## src/ptpc_defs.vh

```
// Purpose: Constants for the periodic timer pulse and capture block
// Assumes: AXI4-Lite register access, 32-bit data, one word per register
// Notes: Offsets are byte addresses; fields are bit positions in the control word
`ifndef PTPC_DEFS_VH
`define PTPC_DEFS_VH

////////////////////////////////////////////////////////////////////////////////
// Register byte offsets
`define PTPC_OFF_CTRL 5'h00
`define PTPC_OFF_COUNT 5'h04
`define PTPC_OFF_COMPARE_REG_A 5'h08
`define PTPC_OFF_COMPARE_REG_B 5'h0c
`define PTPC_OFF_PERIOD_COMPARE_REG 5'h10
`define PTPC_OFF_STAT 5'h14

////////////////////////////////////////////////////////////////////////////////
// Control word field positions
`define PTPC_CTRL_W 14
`define PTPC_MODE_LSB 0
`define PTPC_OC_LSB 2
`define PTPC_RUN_BIT 4
`define PTPC_CSS_BIT 5
`define PTPC_CLR_LSB 6
`define PTPC_LEF_BIT 8
`define PTPC_CCLR_BIT 9
`define PTPC_OINIT_BIT 10
`define PTPC_OPOL_BIT 11
`define PTPC_ISEL_LSB 12

// Status flag positions
`define PTPC_STAT_A_BIT 0
`define PTPC_STAT_P_BIT 1

////////////////////////////////////////////////////////////////////////////////
// Reset values
`define PTPC_CTRL_RST 14'h0000
`define PTPC_CCR_RST 10'h000
`define PTPC_CNT_W 10

////////////////////////////////////////////////////////////////////////////////
// Encodings
`define PTPC_MODE_CAP 2'b01
`define PTPC_MODE_PULSE 2'b10
`define PTPC_OC_PULSE 2'b11
`define PTPC_OC_RISE 2'b00
`define PTPC_OC_FALL 2'b01
`define PTPC_OC_BOTH 2'b10
`define PTPC_CLR_NONE 2'b00
`define PTPC_ISEL_PIN 2'b00
`define PTPC_RESP_OKAY 2'b00
`define PTPC_RESP_SLVERR 2'b10

`endif

```

## src/ptpc_sync.v

```verilog
// Purpose: Two-stage synchroniser with edge detection per input bit
// Assumes: Inputs are asynchronous to mclk
// Notes: Edges are detected between stage two and a third flop only
`timescale 1ns/10ps
module ptpc_sync #(
  parameter N = 3
) (
  // Clock and reset
  input wire mclk,
  input wire reset,
  // Raw pins
  input wire [N-1:0] async_in,
  // Synchronised level and edges
  output wire [N-1:0] sync_lvl,
  output wire [N-1:0] rise,
  output wire [N-1:0] fall
);

  genvar i;

  ////////////////////////////////////////////////////////////////////////////////
  // One chain per input bit
  generate
    for (i = 0; i < N; i = i + 1) begin : g_bit
      reg s1_reg;
      reg s2_reg;
      reg s3_reg;
      // Stage one feeds stage two only; pulses under one cycle may vanish
      always @(posedge mclk) begin
        if (reset) begin
          s1_reg <= 1'b0;
          s2_reg <= 1'b0;
          s3_reg <= 1'b0;
        end else begin
          s1_reg <= async_in[i];
          s2_reg <= s1_reg;
          s3_reg <= s2_reg;
        end
      end
      assign sync_lvl[i] = s2_reg;
      assign rise[i] = s2_reg & ~s3_reg;
      assign fall[i] = ~s2_reg & s3_reg;
    end
  endgenerate

endmodule // ptpc_sync

```

## src/ptpc_top.v

```verilog
// Purpose: Periodic timer with single pulse output and capture input modes
// Assumes: AXI4-Lite slave, counter advances every mclk while running
// Notes: HAS_COMPARE_REG_B=1 builds timer 0, HAS_COMPARE_REG_B=0 builds timer 1
//
// The AXI4-Lite register port and the register offsets were left to the implementer.
`timescale 1ns/10ps
`include "ptpc_defs.vh"
module ptpc_top #(
  parameter HAS_COMPARE_REG_B = 1
) (
  // Clock and reset
  input wire mclk,
  input wire reset,
  // AXI4-Lite write address
  input wire [7:0] s_axi_awaddr,
  input wire s_axi_awvalid,
  output wire s_axi_awready,
  // AXI4-Lite write data
  input wire [31:0] s_axi_wdata,
  input wire [3:0] s_axi_wstrb,
  input wire s_axi_wvalid,
  output wire s_axi_wready,
  // AXI4-Lite write response
  output wire [1:0] s_axi_bresp,
  output wire s_axi_bvalid,
  input wire s_axi_bready,
  // AXI4-Lite read address
  input wire [7:0] s_axi_araddr,
  input wire s_axi_arvalid,
  output wire s_axi_arready,
  // AXI4-Lite read data
  output wire [31:0] s_axi_rdata,
  output wire [1:0] s_axi_rresp,
  output wire s_axi_rvalid,
  input wire s_axi_rready,
  // Trigger and capture sources
  input wire timer_clock_pin,
  input wire capture_input_pin,
  input wire comparator_capture_signal,
  // Timer outputs
  output wire timer_out,
  output wire timer_irq_req
);

  ////////////////////////////////////////////////////////////////////////////////
  // Declarations
  reg awready_reg;
  reg wready_reg;
  reg aw_full_reg;
  reg w_full_reg;
  reg [4:0] waddr_reg;
  reg [31:0] wdata_reg;
  reg [3:0] wstrb_reg;
  reg bvalid_reg;
  reg [1:0] bresp_reg;
  reg arready_reg;
  reg rvalid_reg;
  reg [31:0] rdata_reg;
  reg [1:0] rresp_reg;
  reg [`PTPC_CTRL_W-1:0] ctrl_reg, ctrl_next;
  reg [`PTPC_CNT_W-1:0] count_reg, count_next, compare_reg_a_reg, compare_reg_a_next;
  reg [`PTPC_CNT_W-1:0] compare_reg_b_reg, compare_reg_b_next, period_compare_reg_reg, period_compare_reg_next;
  reg [1:0] stat_reg, stat_next;
  reg run_next, out_reg, irq_reg, edge_act, rd_ok;
  reg [31:0] rd_word;
  wire [2:0] pin_rise, pin_fall;
  wire [1:0] op_mode, out_ctrl, capture_clear, input_select_reg, src_idx;
  wire timer_run_bit, capture_source_select, latch_edge_flag, pulse_mode, cap_mode;
  wire cap_rise, cap_fall, a_match, p_match, pulse_a_evt, cap_evt, cap_to_b, cap_clr;
  wire wr_fire, wr_ctrl, wr_compare_reg_a, wr_compare_reg_b, wr_period_compare_reg, wr_stat, wr_ok;
  wire [15:0] ctrl_merge, compare_reg_a_merge, compare_reg_b_merge, period_compare_reg_merge;

  ////////////////////////////////////////////////////////////////////////////////
  // Byte-lane merge of a 16-bit register image
  function [15:0] lane_merge;
    input [15:0] old_val;
    input [15:0] new_val;
    input [1:0] strb;
    begin
      lane_merge = {strb[1] ? new_val[15:8] : old_val[15:8], strb[0] ? new_val[7:0] : old_val[7:0]};
    end
  endfunction

  ////////////////////////////////////////////////////////////////////////////////
  // Pin synchronisers: 0 clock pin, 1 capture pin, 2 comparator signal
  ptpc_sync #(
    .N(3)
  ) u_sync (
    .mclk(mclk),
    .reset(reset),
    .async_in({comparator_capture_signal, capture_input_pin, timer_clock_pin}),
    .sync_lvl(),
    .rise(pin_rise),
    .fall(pin_fall)
  );

  ////////////////////////////////////////////////////////////////////////////////
  // Control field decode; CCLR, initial state and polarity bits are stored only
  assign op_mode = ctrl_reg[`PTPC_MODE_LSB+1:`PTPC_MODE_LSB];
  assign out_ctrl = ctrl_reg[`PTPC_OC_LSB+1:`PTPC_OC_LSB];
  assign capture_clear = ctrl_reg[`PTPC_CLR_LSB+1:`PTPC_CLR_LSB];
  assign input_select_reg = ctrl_reg[`PTPC_ISEL_LSB+1:`PTPC_ISEL_LSB];
  assign timer_run_bit = ctrl_reg[`PTPC_RUN_BIT];
  assign capture_source_select = ctrl_reg[`PTPC_CSS_BIT];
  assign latch_edge_flag = ctrl_reg[`PTPC_LEF_BIT];
  assign pulse_mode = (op_mode == `PTPC_MODE_PULSE) && (out_ctrl == `PTPC_OC_PULSE);
  assign cap_mode = (op_mode == `PTPC_MODE_CAP);

  ////////////////////////////////////////////////////////////////////////////////
  // Capture source choice; timer 1 has no comparator path
  assign src_idx = capture_source_select ? 2'd0 :
                   ((HAS_COMPARE_REG_B != 0) && (input_select_reg != `PTPC_ISEL_PIN)) ? 2'd2 : 2'd1;
  assign cap_rise = pin_rise[src_idx];
  assign cap_fall = pin_fall[src_idx];

  // Active edge selection from the output field
  always @* begin
    case (out_ctrl)
      `PTPC_OC_RISE: begin
        edge_act = cap_rise;
      end
      `PTPC_OC_FALL: begin
        edge_act = cap_fall;
      end
      `PTPC_OC_BOTH: begin
        edge_act = cap_rise | cap_fall;
      end
      default: begin
        edge_act = 1'b0;
      end
    endcase
  end

  ////////////////////////////////////////////////////////////////////////////////
  // Match and capture events
  assign a_match = timer_run_bit && (count_reg == compare_reg_a_reg);
  assign p_match = timer_run_bit && cap_mode && (period_compare_reg_reg != `PTPC_CCR_RST) && (count_reg == period_compare_reg_reg);
  assign pulse_a_evt = pulse_mode && a_match;
  assign cap_evt = cap_mode && timer_run_bit && edge_act;
  assign cap_to_b = (HAS_COMPARE_REG_B != 0) && (capture_clear != `PTPC_CLR_NONE) &&
                    (latch_edge_flag ? cap_fall : cap_rise);
  assign cap_clr = cap_mode && timer_run_bit && (HAS_COMPARE_REG_B != 0) &&
                   ((capture_clear[0] & cap_rise) | (capture_clear[1] & cap_fall));

  ////////////////////////////////////////////////////////////////////////////////
  // Register write decode
  assign wr_fire = aw_full_reg && w_full_reg;
  assign wr_ctrl = wr_fire && (waddr_reg == `PTPC_OFF_CTRL);
  assign wr_compare_reg_a = wr_fire && (waddr_reg == `PTPC_OFF_COMPARE_REG_A);
  assign wr_compare_reg_b = wr_fire && (waddr_reg == `PTPC_OFF_COMPARE_REG_B) && (HAS_COMPARE_REG_B != 0);
  assign wr_period_compare_reg = wr_fire && (waddr_reg == `PTPC_OFF_PERIOD_COMPARE_REG);
  assign wr_stat = wr_fire && (waddr_reg == `PTPC_OFF_STAT);
  assign wr_ok = wr_ctrl || wr_compare_reg_a || wr_compare_reg_b || wr_period_compare_reg || wr_stat || (waddr_reg == `PTPC_OFF_COUNT);
  assign ctrl_merge = lane_merge({2'b00, ctrl_reg}, wdata_reg[15:0], wstrb_reg[1:0]);
  assign compare_reg_a_merge = lane_merge({6'h00, compare_reg_a_reg}, wdata_reg[15:0], wstrb_reg[1:0]);
  assign compare_reg_b_merge = lane_merge({6'h00, compare_reg_b_reg}, wdata_reg[15:0], wstrb_reg[1:0]);
  assign period_compare_reg_merge = lane_merge({6'h00, period_compare_reg_reg}, wdata_reg[15:0], wstrb_reg[1:0]);

  ////////////////////////////////////////////////////////////////////////////////
  // Control and run bit: hardware set beats hardware clear beats software
  always @* begin
    ctrl_next = ctrl_reg;
    if (wr_ctrl) begin
      ctrl_next = ctrl_merge[`PTPC_CTRL_W-1:0];
    end
    run_next = ctrl_next[`PTPC_RUN_BIT];
    if (pulse_a_evt) begin
      run_next = 1'b0;
    end
    if (pulse_mode && pin_rise[0]) begin
      run_next = 1'b1;
    end
    ctrl_next[`PTPC_RUN_BIT] = run_next;
  end

  ////////////////////////////////////////////////////////////////////////////////
  // Counter: zeroed on run rise, holds while stopped
  always @* begin
    count_next = count_reg;
    if (run_next && !timer_run_bit) begin
      count_next = `PTPC_CCR_RST;
    end else if (timer_run_bit) begin
      if (pulse_a_evt) begin
        count_next = count_reg;
      end else if (p_match || cap_clr) begin
        count_next = `PTPC_CCR_RST;
      end else begin
        count_next = count_reg + 10'h001;
      end
    end
  end

  ////////////////////////////////////////////////////////////////////////////////
  // Compare registers: a capture wins over a software write
  always @* begin
    compare_reg_a_next = wr_compare_reg_a ? compare_reg_a_merge[`PTPC_CNT_W-1:0] : compare_reg_a_reg;
    compare_reg_b_next = wr_compare_reg_b ? compare_reg_b_merge[`PTPC_CNT_W-1:0] : compare_reg_b_reg;
    period_compare_reg_next = wr_period_compare_reg ? period_compare_reg_merge[`PTPC_CNT_W-1:0] : period_compare_reg_reg;
    if (cap_evt && !cap_to_b) begin
      compare_reg_a_next = count_reg;
    end
    if (cap_evt && cap_to_b) begin
      compare_reg_b_next = count_reg;
    end
  end

  ////////////////////////////////////////////////////////////////////////////////
  // Sticky event flags, write one to clear, set wins
  always @* begin
    stat_next = stat_reg;
    if (wr_stat && wstrb_reg[0]) begin
      stat_next = stat_reg & ~wdata_reg[1:0];
    end
    if (pulse_a_evt || cap_evt) begin
      stat_next[`PTPC_STAT_A_BIT] = 1'b1;
    end
    if (p_match) begin
      stat_next[`PTPC_STAT_P_BIT] = 1'b1;
    end
  end

  ////////////////////////////////////////////////////////////////////////////////
  // Timer state registers
  always @(posedge mclk) begin
    if (reset) begin
      ctrl_reg <= `PTPC_CTRL_RST;
      count_reg <= `PTPC_CCR_RST;
      compare_reg_a_reg <= `PTPC_CCR_RST;
      compare_reg_b_reg <= `PTPC_CCR_RST;
      period_compare_reg_reg <= `PTPC_CCR_RST;
      stat_reg <= 2'b00;
      out_reg <= 1'b0;
      irq_reg <= 1'b0;
    end else begin
      ctrl_reg <= ctrl_next;
      count_reg <= count_next;
      compare_reg_a_reg <= compare_reg_a_next;
      compare_reg_b_reg <= compare_reg_b_next;
      period_compare_reg_reg <= period_compare_reg_next;
      stat_reg <= stat_next;
      out_reg <= (ctrl_next[`PTPC_MODE_LSB+1:`PTPC_MODE_LSB] == `PTPC_MODE_PULSE) &&
                 (ctrl_next[`PTPC_OC_LSB+1:`PTPC_OC_LSB] == `PTPC_OC_PULSE) && run_next;
      irq_reg <= pulse_a_evt || cap_evt || p_match;
    end
  end

  ////////////////////////////////////////////////////////////////////////////////
  // Read mux
  always @* begin
    rd_word = 32'h00000000;
    rd_ok = 1'b1;
    case (s_axi_araddr[4:0])
      `PTPC_OFF_CTRL: begin
        rd_word[`PTPC_CTRL_W-1:0] = ctrl_reg;
      end
      `PTPC_OFF_COUNT: begin
        rd_word[`PTPC_CNT_W-1:0] = count_reg;
      end
      `PTPC_OFF_COMPARE_REG_A: begin
        rd_word[`PTPC_CNT_W-1:0] = compare_reg_a_reg;
      end
      `PTPC_OFF_COMPARE_REG_B: begin
        rd_word[`PTPC_CNT_W-1:0] = (HAS_COMPARE_REG_B != 0) ? compare_reg_b_reg : `PTPC_CCR_RST;
        rd_ok = (HAS_COMPARE_REG_B != 0);
      end
      `PTPC_OFF_PERIOD_COMPARE_REG: begin
        rd_word[`PTPC_CNT_W-1:0] = period_compare_reg_reg;
      end
      `PTPC_OFF_STAT: begin
        rd_word[1:0] = stat_reg;
      end
      default: begin
        rd_ok = 1'b0;
      end
    endcase
    if (s_axi_araddr[7:5] != 3'h0) begin
      rd_ok = 1'b0;
      rd_word = 32'h00000000;
    end
  end

  ////////////////////////////////////////////////////////////////////////////////
  // AXI4-Lite write channels: address and data taken in either order
  always @(posedge mclk) begin
    if (reset) begin
      awready_reg <= 1'b1;
      wready_reg <= 1'b1;
      aw_full_reg <= 1'b0;
      w_full_reg <= 1'b0;
      waddr_reg <= 5'h00;
      wdata_reg <= 32'h00000000;
      wstrb_reg <= 4'h0;
      bvalid_reg <= 1'b0;
      bresp_reg <= `PTPC_RESP_OKAY;
    end else begin
      if (awready_reg && s_axi_awvalid) begin
        awready_reg <= 1'b0;
        aw_full_reg <= 1'b1;
        waddr_reg <= (s_axi_awaddr[7:5] != 3'h0) ? 5'h1f : s_axi_awaddr[4:0];
      end
      if (wready_reg && s_axi_wvalid) begin
        wready_reg <= 1'b0;
        w_full_reg <= 1'b1;
        wdata_reg <= s_axi_wdata;
        wstrb_reg <= s_axi_wstrb;
      end
      if (wr_fire) begin
        aw_full_reg <= 1'b0;
        w_full_reg <= 1'b0;
        bvalid_reg <= 1'b1;
        bresp_reg <= wr_ok ? `PTPC_RESP_OKAY : `PTPC_RESP_SLVERR;
      end
      if (bvalid_reg && s_axi_bready) begin
        bvalid_reg <= 1'b0;
        awready_reg <= 1'b1;
        wready_reg <= 1'b1;
      end
    end
  end

  ////////////////////////////////////////////////////////////////////////////////
  // AXI4-Lite read channels: one cycle from address to data
  always @(posedge mclk) begin
    if (reset) begin
      arready_reg <= 1'b1;
      rvalid_reg <= 1'b0;
      rdata_reg <= 32'h00000000;
      rresp_reg <= `PTPC_RESP_OKAY;
    end else begin
      if (arready_reg && s_axi_arvalid) begin
        arready_reg <= 1'b0;
        rvalid_reg <= 1'b1;
        rdata_reg <= rd_word;
        rresp_reg <= rd_ok ? `PTPC_RESP_OKAY : `PTPC_RESP_SLVERR;
      end
      if (rvalid_reg && s_axi_rready) begin
        rvalid_reg <= 1'b0;
        arready_reg <= 1'b1;
      end
    end
  end

  ////////////////////////////////////////////////////////////////////////////////
  // Output drive
  assign s_axi_awready = awready_reg;
  assign s_axi_wready = wready_reg;
  assign s_axi_bresp = bresp_reg;
  assign s_axi_bvalid = bvalid_reg;
  assign s_axi_arready = arready_reg;
  assign s_axi_rdata = rdata_reg;
  assign s_axi_rresp = rresp_reg;
  assign s_axi_rvalid = rvalid_reg;
  assign timer_out = out_reg;
  assign timer_irq_req = irq_reg;

endmodule // ptpc_top

```

## config.mk

```make
export PLATFORM = sky130hd
export DESIGN_NAME = ptpc_top
export DESIGN_NICKNAME = d
export VERILOG_FILES = /design/src/ptpc_sync.v /design/src/ptpc_top.v
export VERILOG_INCLUDE_DIRS = /design/src
export SDC_FILE = /design/constraint.sdc
export NUM_CORES = 1
export LEC_CHECK = 0
export ABC_AREA = 1
export BUFFER_PORTS_ARGS = -buffer_cell sky130_fd_sc_hd__buf_2
export CELL_PAD_IN_SITES_DETAIL_PLACEMENT = 0
export CELL_PAD_IN_SITES_GLOBAL_PLACEMENT = 1
export CORE_MARGIN = 3
export CORE_UTILIZATION = 30
export CTS_BUF_LIST = sky130_fd_sc_hd__clkbuf_4 sky130_fd_sc_hd__clkbuf_8 sky130_fd_sc_hd__clkbuf_16
export CTS_CLUSTER_SIZE = 20
export DETAILED_ROUTE_END_ITERATION = 10
export GPL_ROUTABILITY_DRIVEN = 0
export GPL_TIMING_DRIVEN = 1
export HOLD_SLACK_MARGIN = 0.1
export PLACE_DENSITY_LB_ADDON = 0.1
export REMOVE_ABC_BUFFERS = 1
export SLEW_MARGIN = 5
export SYNTH_ARGS = -nofsm -noshare
export SYNTH_HDL_FRONTEND = slang
export SYNTH_SLANG_ARGS = --single-unit
```

## constraint.sdc

```tcl
create_clock -name mclk -period 1.41 [get_ports mclk]
set_clock_uncertainty 0.05 [all_clocks]
set_input_delay 0.0705 -clock mclk [delete_from_list [all_inputs] [get_ports mclk]]
set_output_delay 0.0705 -clock mclk [all_outputs]
set_load 0.03 [all_outputs]
```

==> results of run 1 <==
-- Yosys cell counts (all sizes together) (4+ instances only) --
library cell	n	area, µm²
nor2	98	400
nand2	186	711
a21oi	66	330
nor3	12	81.3
clkbuf	15	61.3
xnor2	4	35.0
dfxtp	111	2220
xor2	14	123
nand3	65	353
nand4	15	93.8
inv	88	330
o21ai	72	360
buf	35	234
-- logic make-up (layout without fill, tap and decap cells) --
logic type	count (synthesis)	count (layout)	synth area share [%]
compound gates	157	157	15.1
other cells	1	20	0.0678
flops	111	111	40.2
xor+xnor	18	18	2.85
fa+ha+maj	1	1	0.226
simple gates	380	380	30.1
buf+inv	140	353	11.4
-- area by class of cell --
cell class,instances,area [µm²]
tap,229,287
fill,1839,9680
inverter,90,345
clock inverter,4,53.8
multi-input combinational,576,3250
clock buffer,12,248
sequential,111,2250
timing repair buffer,247,1910
-- routing by layer --
layer	routed length (µm)	vias to the layer above
li1	-	3045
met1	9300	2751
met2	8890	147
met3	901	26
met4	405	0
met5	0	-
-- worst max-delay path: cells and delay by family (launching register included) --
family | cells | cell delay, ns
simple gates | 8 | 0.82
buf+inv | 2 | 0.22
flops | 1 | 0.37
compound gates | 1 | 0.06
-- repair_timing --
| item | in CTS | in global routing |
|---|---|---|
| endpoints found under the hold margin | 30 | 0 |
| setup buffers | 9 | 6 |
| endpoints found under the setup margin | 55 | 60 |
| hold buffers | 32 | 0 |
| pin swaps | 19 | 41 |
| gates cloned | 2 | 0 |
| resized for setup | 102 | 114 |
-- final timing paths --
kind                                              from                      to  slack (ns)
worst min register to register  u_sync.g_bit[2].s1_reg  u_sync.g_bit[2].s2_reg        0.35
worst max-delay path                      ctrl_reg[12]    compare_reg_b_reg[4]       -0.23
worst max register to register            ctrl_reg[12]    compare_reg_b_reg[4]       -0.23
worst min-delay path                     s_axi_awvalid           s_axi_awready        0.11
-- power breakdown --
| part | internal, mW | total (mW) | switching, mW |
|---|---|---|---|
| sequential | 3.22 | 3.31 | 0.0896 |
| clock | 1.45 | 2.69 | 1.24 |
| combinational | 0.286 | 0.721 | 0.435 |
-- metrics by stage --
| stage | std cells | setup slack [ns] | hold slack, ns |
|---|---|---|---|
| 5_1_grt | 1269 | -0.320 | 0.139 |
| 3_5_place_dp | 1205 | -0.340 | 0.227 |
| 3_3_place_gp | 1205 | -0.275 | 0.223 |
| 4_1_cts | 1264 | -0.184 | 0.110 |
| 2_1_floorplan | 777 | -0.844 | 0.0896 |
| 6_report | 1269 | -0.227 | 0.113 |
==> results_dict.tcl, run 1 <==
set metrics [dict create \
    status "complete, but fails checks" \
    violations "setup timing" \
    synthArstFlopShare_pct 0 \
    slew_violations 0 \
    placed_cell_area_mm2 0.00699 \
    fin_util_pct 46.3 \
    worstPathRequired_ns 1.59 \
    die_h_um 142 \
    clock-root-buffer "clkbuf_16" \
    route.vias.total 5969 \
    cp_slowest_cell "dfxtp_4" \
    grt_pass1_wl_mm 30.1 \
    syn2layout_area_growth_pct 50.9 \
    p_leak_nw 3.60 \
    relSlewSlack_pct 65.5 \
    initial_core_util_pct 30.7 \
    syn_inst 808 \
    clockBufferDepth 2 \
    report.final.hold_viol_count 0 \
    ys_ff_latch 111 \
    cts_buffers 9 \
    clk_pin_slew_ns 0.08 \
    busiest_layer "met2" \
    fin_crit_sh_pct 116 \
    drive_gt1_share_pct 37.3 \
    syn_avg_cell_area_um2 6.85 \
    grtUsageTotal_pct 19.2 \
    critPathMaxStageDelay_ns 0.37 \
    wl_per_cell_um 15.4 \
    grt_setup_unrepaired "yes" \
    routed_wl_mm 19.5 \
    drc 0 \
    ios 105 \
    max_cap_violations 0 \
    setup_viol 40 \
    grt_pass1_vias 5741 \
    r2r_cells 11 \
    cts_tree "done" \
    dieWidth_um 142 \
    synth_cell_types 42 \
    place_hpwl_mm 14.5 \
    yosysWarnings 0 \
    core-area_mm2 0.0180 \
    antenna_found_initial 0 \
    gr-total-overflow 0 \
    criticalPathCategory "flop to flop" \
    fmax_mhz 611 \
    p_per_area_mw_per_mm2 804 \
    use_met2_pct 31.0 \
    worstPathArrival_ns 1.82 \
    synth_edf_count 0 \
    timing.final.crit_period_ns 1.64 \
    clock_latency_ns 0.36 \
    crit_fanout 8 \
    grt_use_met1_pct 26.4 \
    final_common_cell "nand2_1" \
    dieArea_mm2 0.0201 \
    clkSinkCount 111 \
    setup_tns_ns -5.96 \
    vdd_drop_max_mv 0.615 \
    hp-class "input port to flop" \
    cts_max_level 3 \
    yosysSeqAreaShare_pct 40.2 \
    ys.flop_type "dfxtp_1" \
    tightest_slew_ns 0.513 \
    cp-end-kind "flop" \
    finalWorstSetupSlack_ns -0.227 \
    std_cell_rows 49 \
    portBuffers 64 \
    dr.first_iter.drc_count 342 \
    grt_max_degree 55 \
    crit_chain "inv_4, nand2_4, nand3_4, nand4_1, nand2_2, nand2_4, nor2_4, buf_8, nand2_2, nand2_1, a21oi_1" \
    vias_per_cell 4.70 \
    grt_use_met3_pct 2.60 \
    finalInstanceArea_mm2 0.00835 \
    mostFrequentLayoutCells "143 x nand2_1, 125 x buf_4, 90 x dfxtp_1, 77 x nor2_1, 69 x inv_1" \
    dr.pass1.iters 5 \
    finalNetCount 1098 \
    antenna_cells 0 \
    worstSetupStartpointType "flop" \
    min_path_cells 4 \
    power_mw 6.71 \
    synth_area_mm2 0.00553 \
    ant_nets 0 \
]
Power figures use the tool's default switching activity.
==> inputs of run 2 (changes only) <==
--- a/config.mk
+++ b/config.mk
@@ -8,10 +8,10 @@
 export LEC_CHECK = 0
 export ABC_AREA = 1
 export BUFFER_PORTS_ARGS = -buffer_cell sky130_fd_sc_hd__buf_2
-export CELL_PAD_IN_SITES_DETAIL_PLACEMENT = 0
-export CELL_PAD_IN_SITES_GLOBAL_PLACEMENT = 1
+export CELL_PAD_IN_SITES_DETAIL_PLACEMENT = 1
+export CELL_PAD_IN_SITES_GLOBAL_PLACEMENT = 2
 export CORE_MARGIN = 3
-export CORE_UTILIZATION = 30
+export CORE_UTILIZATION = 27
 export CTS_BUF_LIST = sky130_fd_sc_hd__clkbuf_4 sky130_fd_sc_hd__clkbuf_8 sky130_fd_sc_hd__clkbuf_16
 export CTS_CLUSTER_SIZE = 20
 export DETAILED_ROUTE_END_ITERATION = 10
==> run 2 against run 1 <==
  * The run still ends with setup timing left
  * First-iteration DRC count decreased by 39%
  * Global-route usage increased by 0.55 points
  * Critical path depth decreased by 3
  * Critical endpoint is now compare_reg_b_reg[7]
  * Largest cell class unchanged
==> results_dict.tcl, run 2 (same netlist as run 1, synthesis figures left out) <==
set metrics [dict create \
    r2r_cells 8 \
    multiInputGateArea_mm2 0.00341 \
    core-area_mm2 0.0198 \
    finalNetCount 1099 \
    route.vias.total 6105 \
    power_mw 6.79 \
    cts_tree "done" \
    nFillCells 2473 \
    setup_viol 44 \
    worstPathRequired_ns 1.60 \
    ios 105 \
    p_leak_nw 3.64 \
    std_cell_rows 51 \
    gr-total-overflow 0 \
    max_cap_violations 0 \
    fmax_mhz 597 \
    clkSinkCount 111 \
    place_ws_ns -0.419 \
    reg2reg_from "waddr_reg[1]" \
    placed_cell_area_mm2 0.00701 \
    die_h_um 149 \
    hp-class "input port to flop" \
    cts_max_level 3 \
    cp_slowest_cell "dfxtp_2" \
    status "complete, but fails checks" \
    routed_wl_mm 22.2 \
    worstPathArrival_ns 1.87 \
    grt_pass1_wl_mm 34.2 \
    p_per_area_mw_per_mm2 789 \
    clock_latency_ns 0.36 \
    crit_chain "nor2_4, buf_4, nand4_1, nor2_2, buf_12, inv_1, nand3_1, a21oi_2" \
    dr.pass1.iters 4 \
    dieWidth_um 149 \
    grtUsageTotal_pct 19.7 \
    crit_fanout 9 \
    dr.first_iter.drc_count 209 \
    drc 0 \
    fin_util_pct 43.5 \
    clk_pin_slew_ns 0.08 \
    slew_violations 0 \
    syn2layout_area_growth_pct 55.6 \
    finalWorstSetupSlack_ns -0.265 \
    dieArea_mm2 0.0223 \
    timing.critical_path.max_delay_family "simple AND/OR/NAND/NOR gates" \
    wl_per_cell_um 17.0 \
    final_common_cell "nand2_1" \
    tightest_slew_ns 0.512 \
    vias_per_cell 4.67 \
    worstSetupStartpoint "waddr_reg[1]" \
    critPathMaxStageDelay_ns 0.34 \
    mostFrequentLayoutCells "148 x nand2_1, 121 x buf_4, 83 x dfxtp_1, 75 x nor2_1, 64 x buf_2" \
    antenna_found_initial 1 \
    antenna_cells 0 \
    vdd_drop_max_mv 0.518 \
    clockBufferDepth 2 \
    dp.cells 1237 \
    seqCellArea_mm2 0.00227 \
    cp-end-kind "flop" \
    ff2ff_setup_slack_ns -0.27 \
    report.final.hold_viol_count 0 \
    place_hpwl_mm 16.9 \
    clock-root-buffer "clkbuf_16" \
    initial_core_util_pct 28.0 \
    path_buf_inv 3 \
    relSlewSlack_pct 65.6 \
    portBuffers 64 \
    endpoint "compare_reg_b_reg[7]" \
    r2r-end "compare_reg_b_reg[7]" \
    worst-path-stages 8 \
    criticalPathCategory "flop to flop" \
    cts_buffers 9 \
    finalInstanceArea_mm2 0.00861 \
    timing.final.crit_period_ns 1.68 \
    ant_nets 0 \
    fin_crit_sh_pct 119 \
    grt_max_degree 45 \
    fin_cells 1306 \
    violations "setup timing" \
    grt_setup_unrepaired "yes" \
    grt_pass1_vias 6341 \
    drive_gt1_share_pct 40.3 \
    worstSetupStartpointType "flop" \
]
==> run 2: how the worst min path moves through the flow <==
stage,start,to,slack [ns],depth (start not counted)
after floorplan,reset,compare_reg_a_reg[0],0.09,1
after global placement,comparator_capture_signal,u_sync.g_bit[2].s1_reg,0.22,3
after detailed placement,capture_input_pin,u_sync.g_bit[1].s1_reg,0.23,3
after CTS,reset,ctrl_reg[3],0.1,3
after global routing,reset,ctrl_reg[0],0.10,3
final,reset,ctrl_reg[0],0.08,3
==> run 2: where the power goes <==
| group | switching, mW | internal [mW] |
|---|---|---|
| clock network | 1.27 | 1.44 |
| logic | 0.461 | 0.307 |
| registers | 0.0956 | 3.21 |
| total | 1.83 | 4.96 |
==> run 2: what timing repair did <==
action,4_1_cts,5_1_grt
gates cloned,1,1
pin swaps,43,31
hold endpoints to repair,31,1
buffers inserted,16,4
setup endpoints to repair,55,56
hold buffers,33,2
gates resized for setup,175,99
==> run 2: worst reg2reg max path, delay by kind of cell, from the launching register on <==
kind	cells	cell delay, ns
buffers and inverters	3	0.41
AOI/OAI and AO/OA	1	0.06
DFF	1	0.34
and+or+nand+nor	4	0.69
==> run 2: cell type report <==
type	count	area share [%]
Clock buffer	10	2.78
Tap cell	265	3.85
Sequential cell	111	26.4
Multi-Input combinational cell	576	39.6
Clock inverter	6	0.799
Inverter	90	4.10
Timing Repair Buffer	248	22.5
==> run 2: metrics by stage <==
stage | hold slack, ns | TNS, ns
2_1_floorplan | 0.0896 | -24.94
3_3_place_gp | 0.219 | -10.10
3_5_place_dp | 0.231 | -11.96
4_1_cts | 0.0959 | -7.20
5_1_grt | 0.100 | -11.80
6_report | 0.0816 | -7.05
==> run 2: metal layers <==
metal	track usage, %	vias up	share of wire, %
met3	3.34	23	4.7
met5	0	-	0
met2	33.2	117	48
met4	4.35	0	1.4
met1	26.6	2918	46
li1	-	3047	-
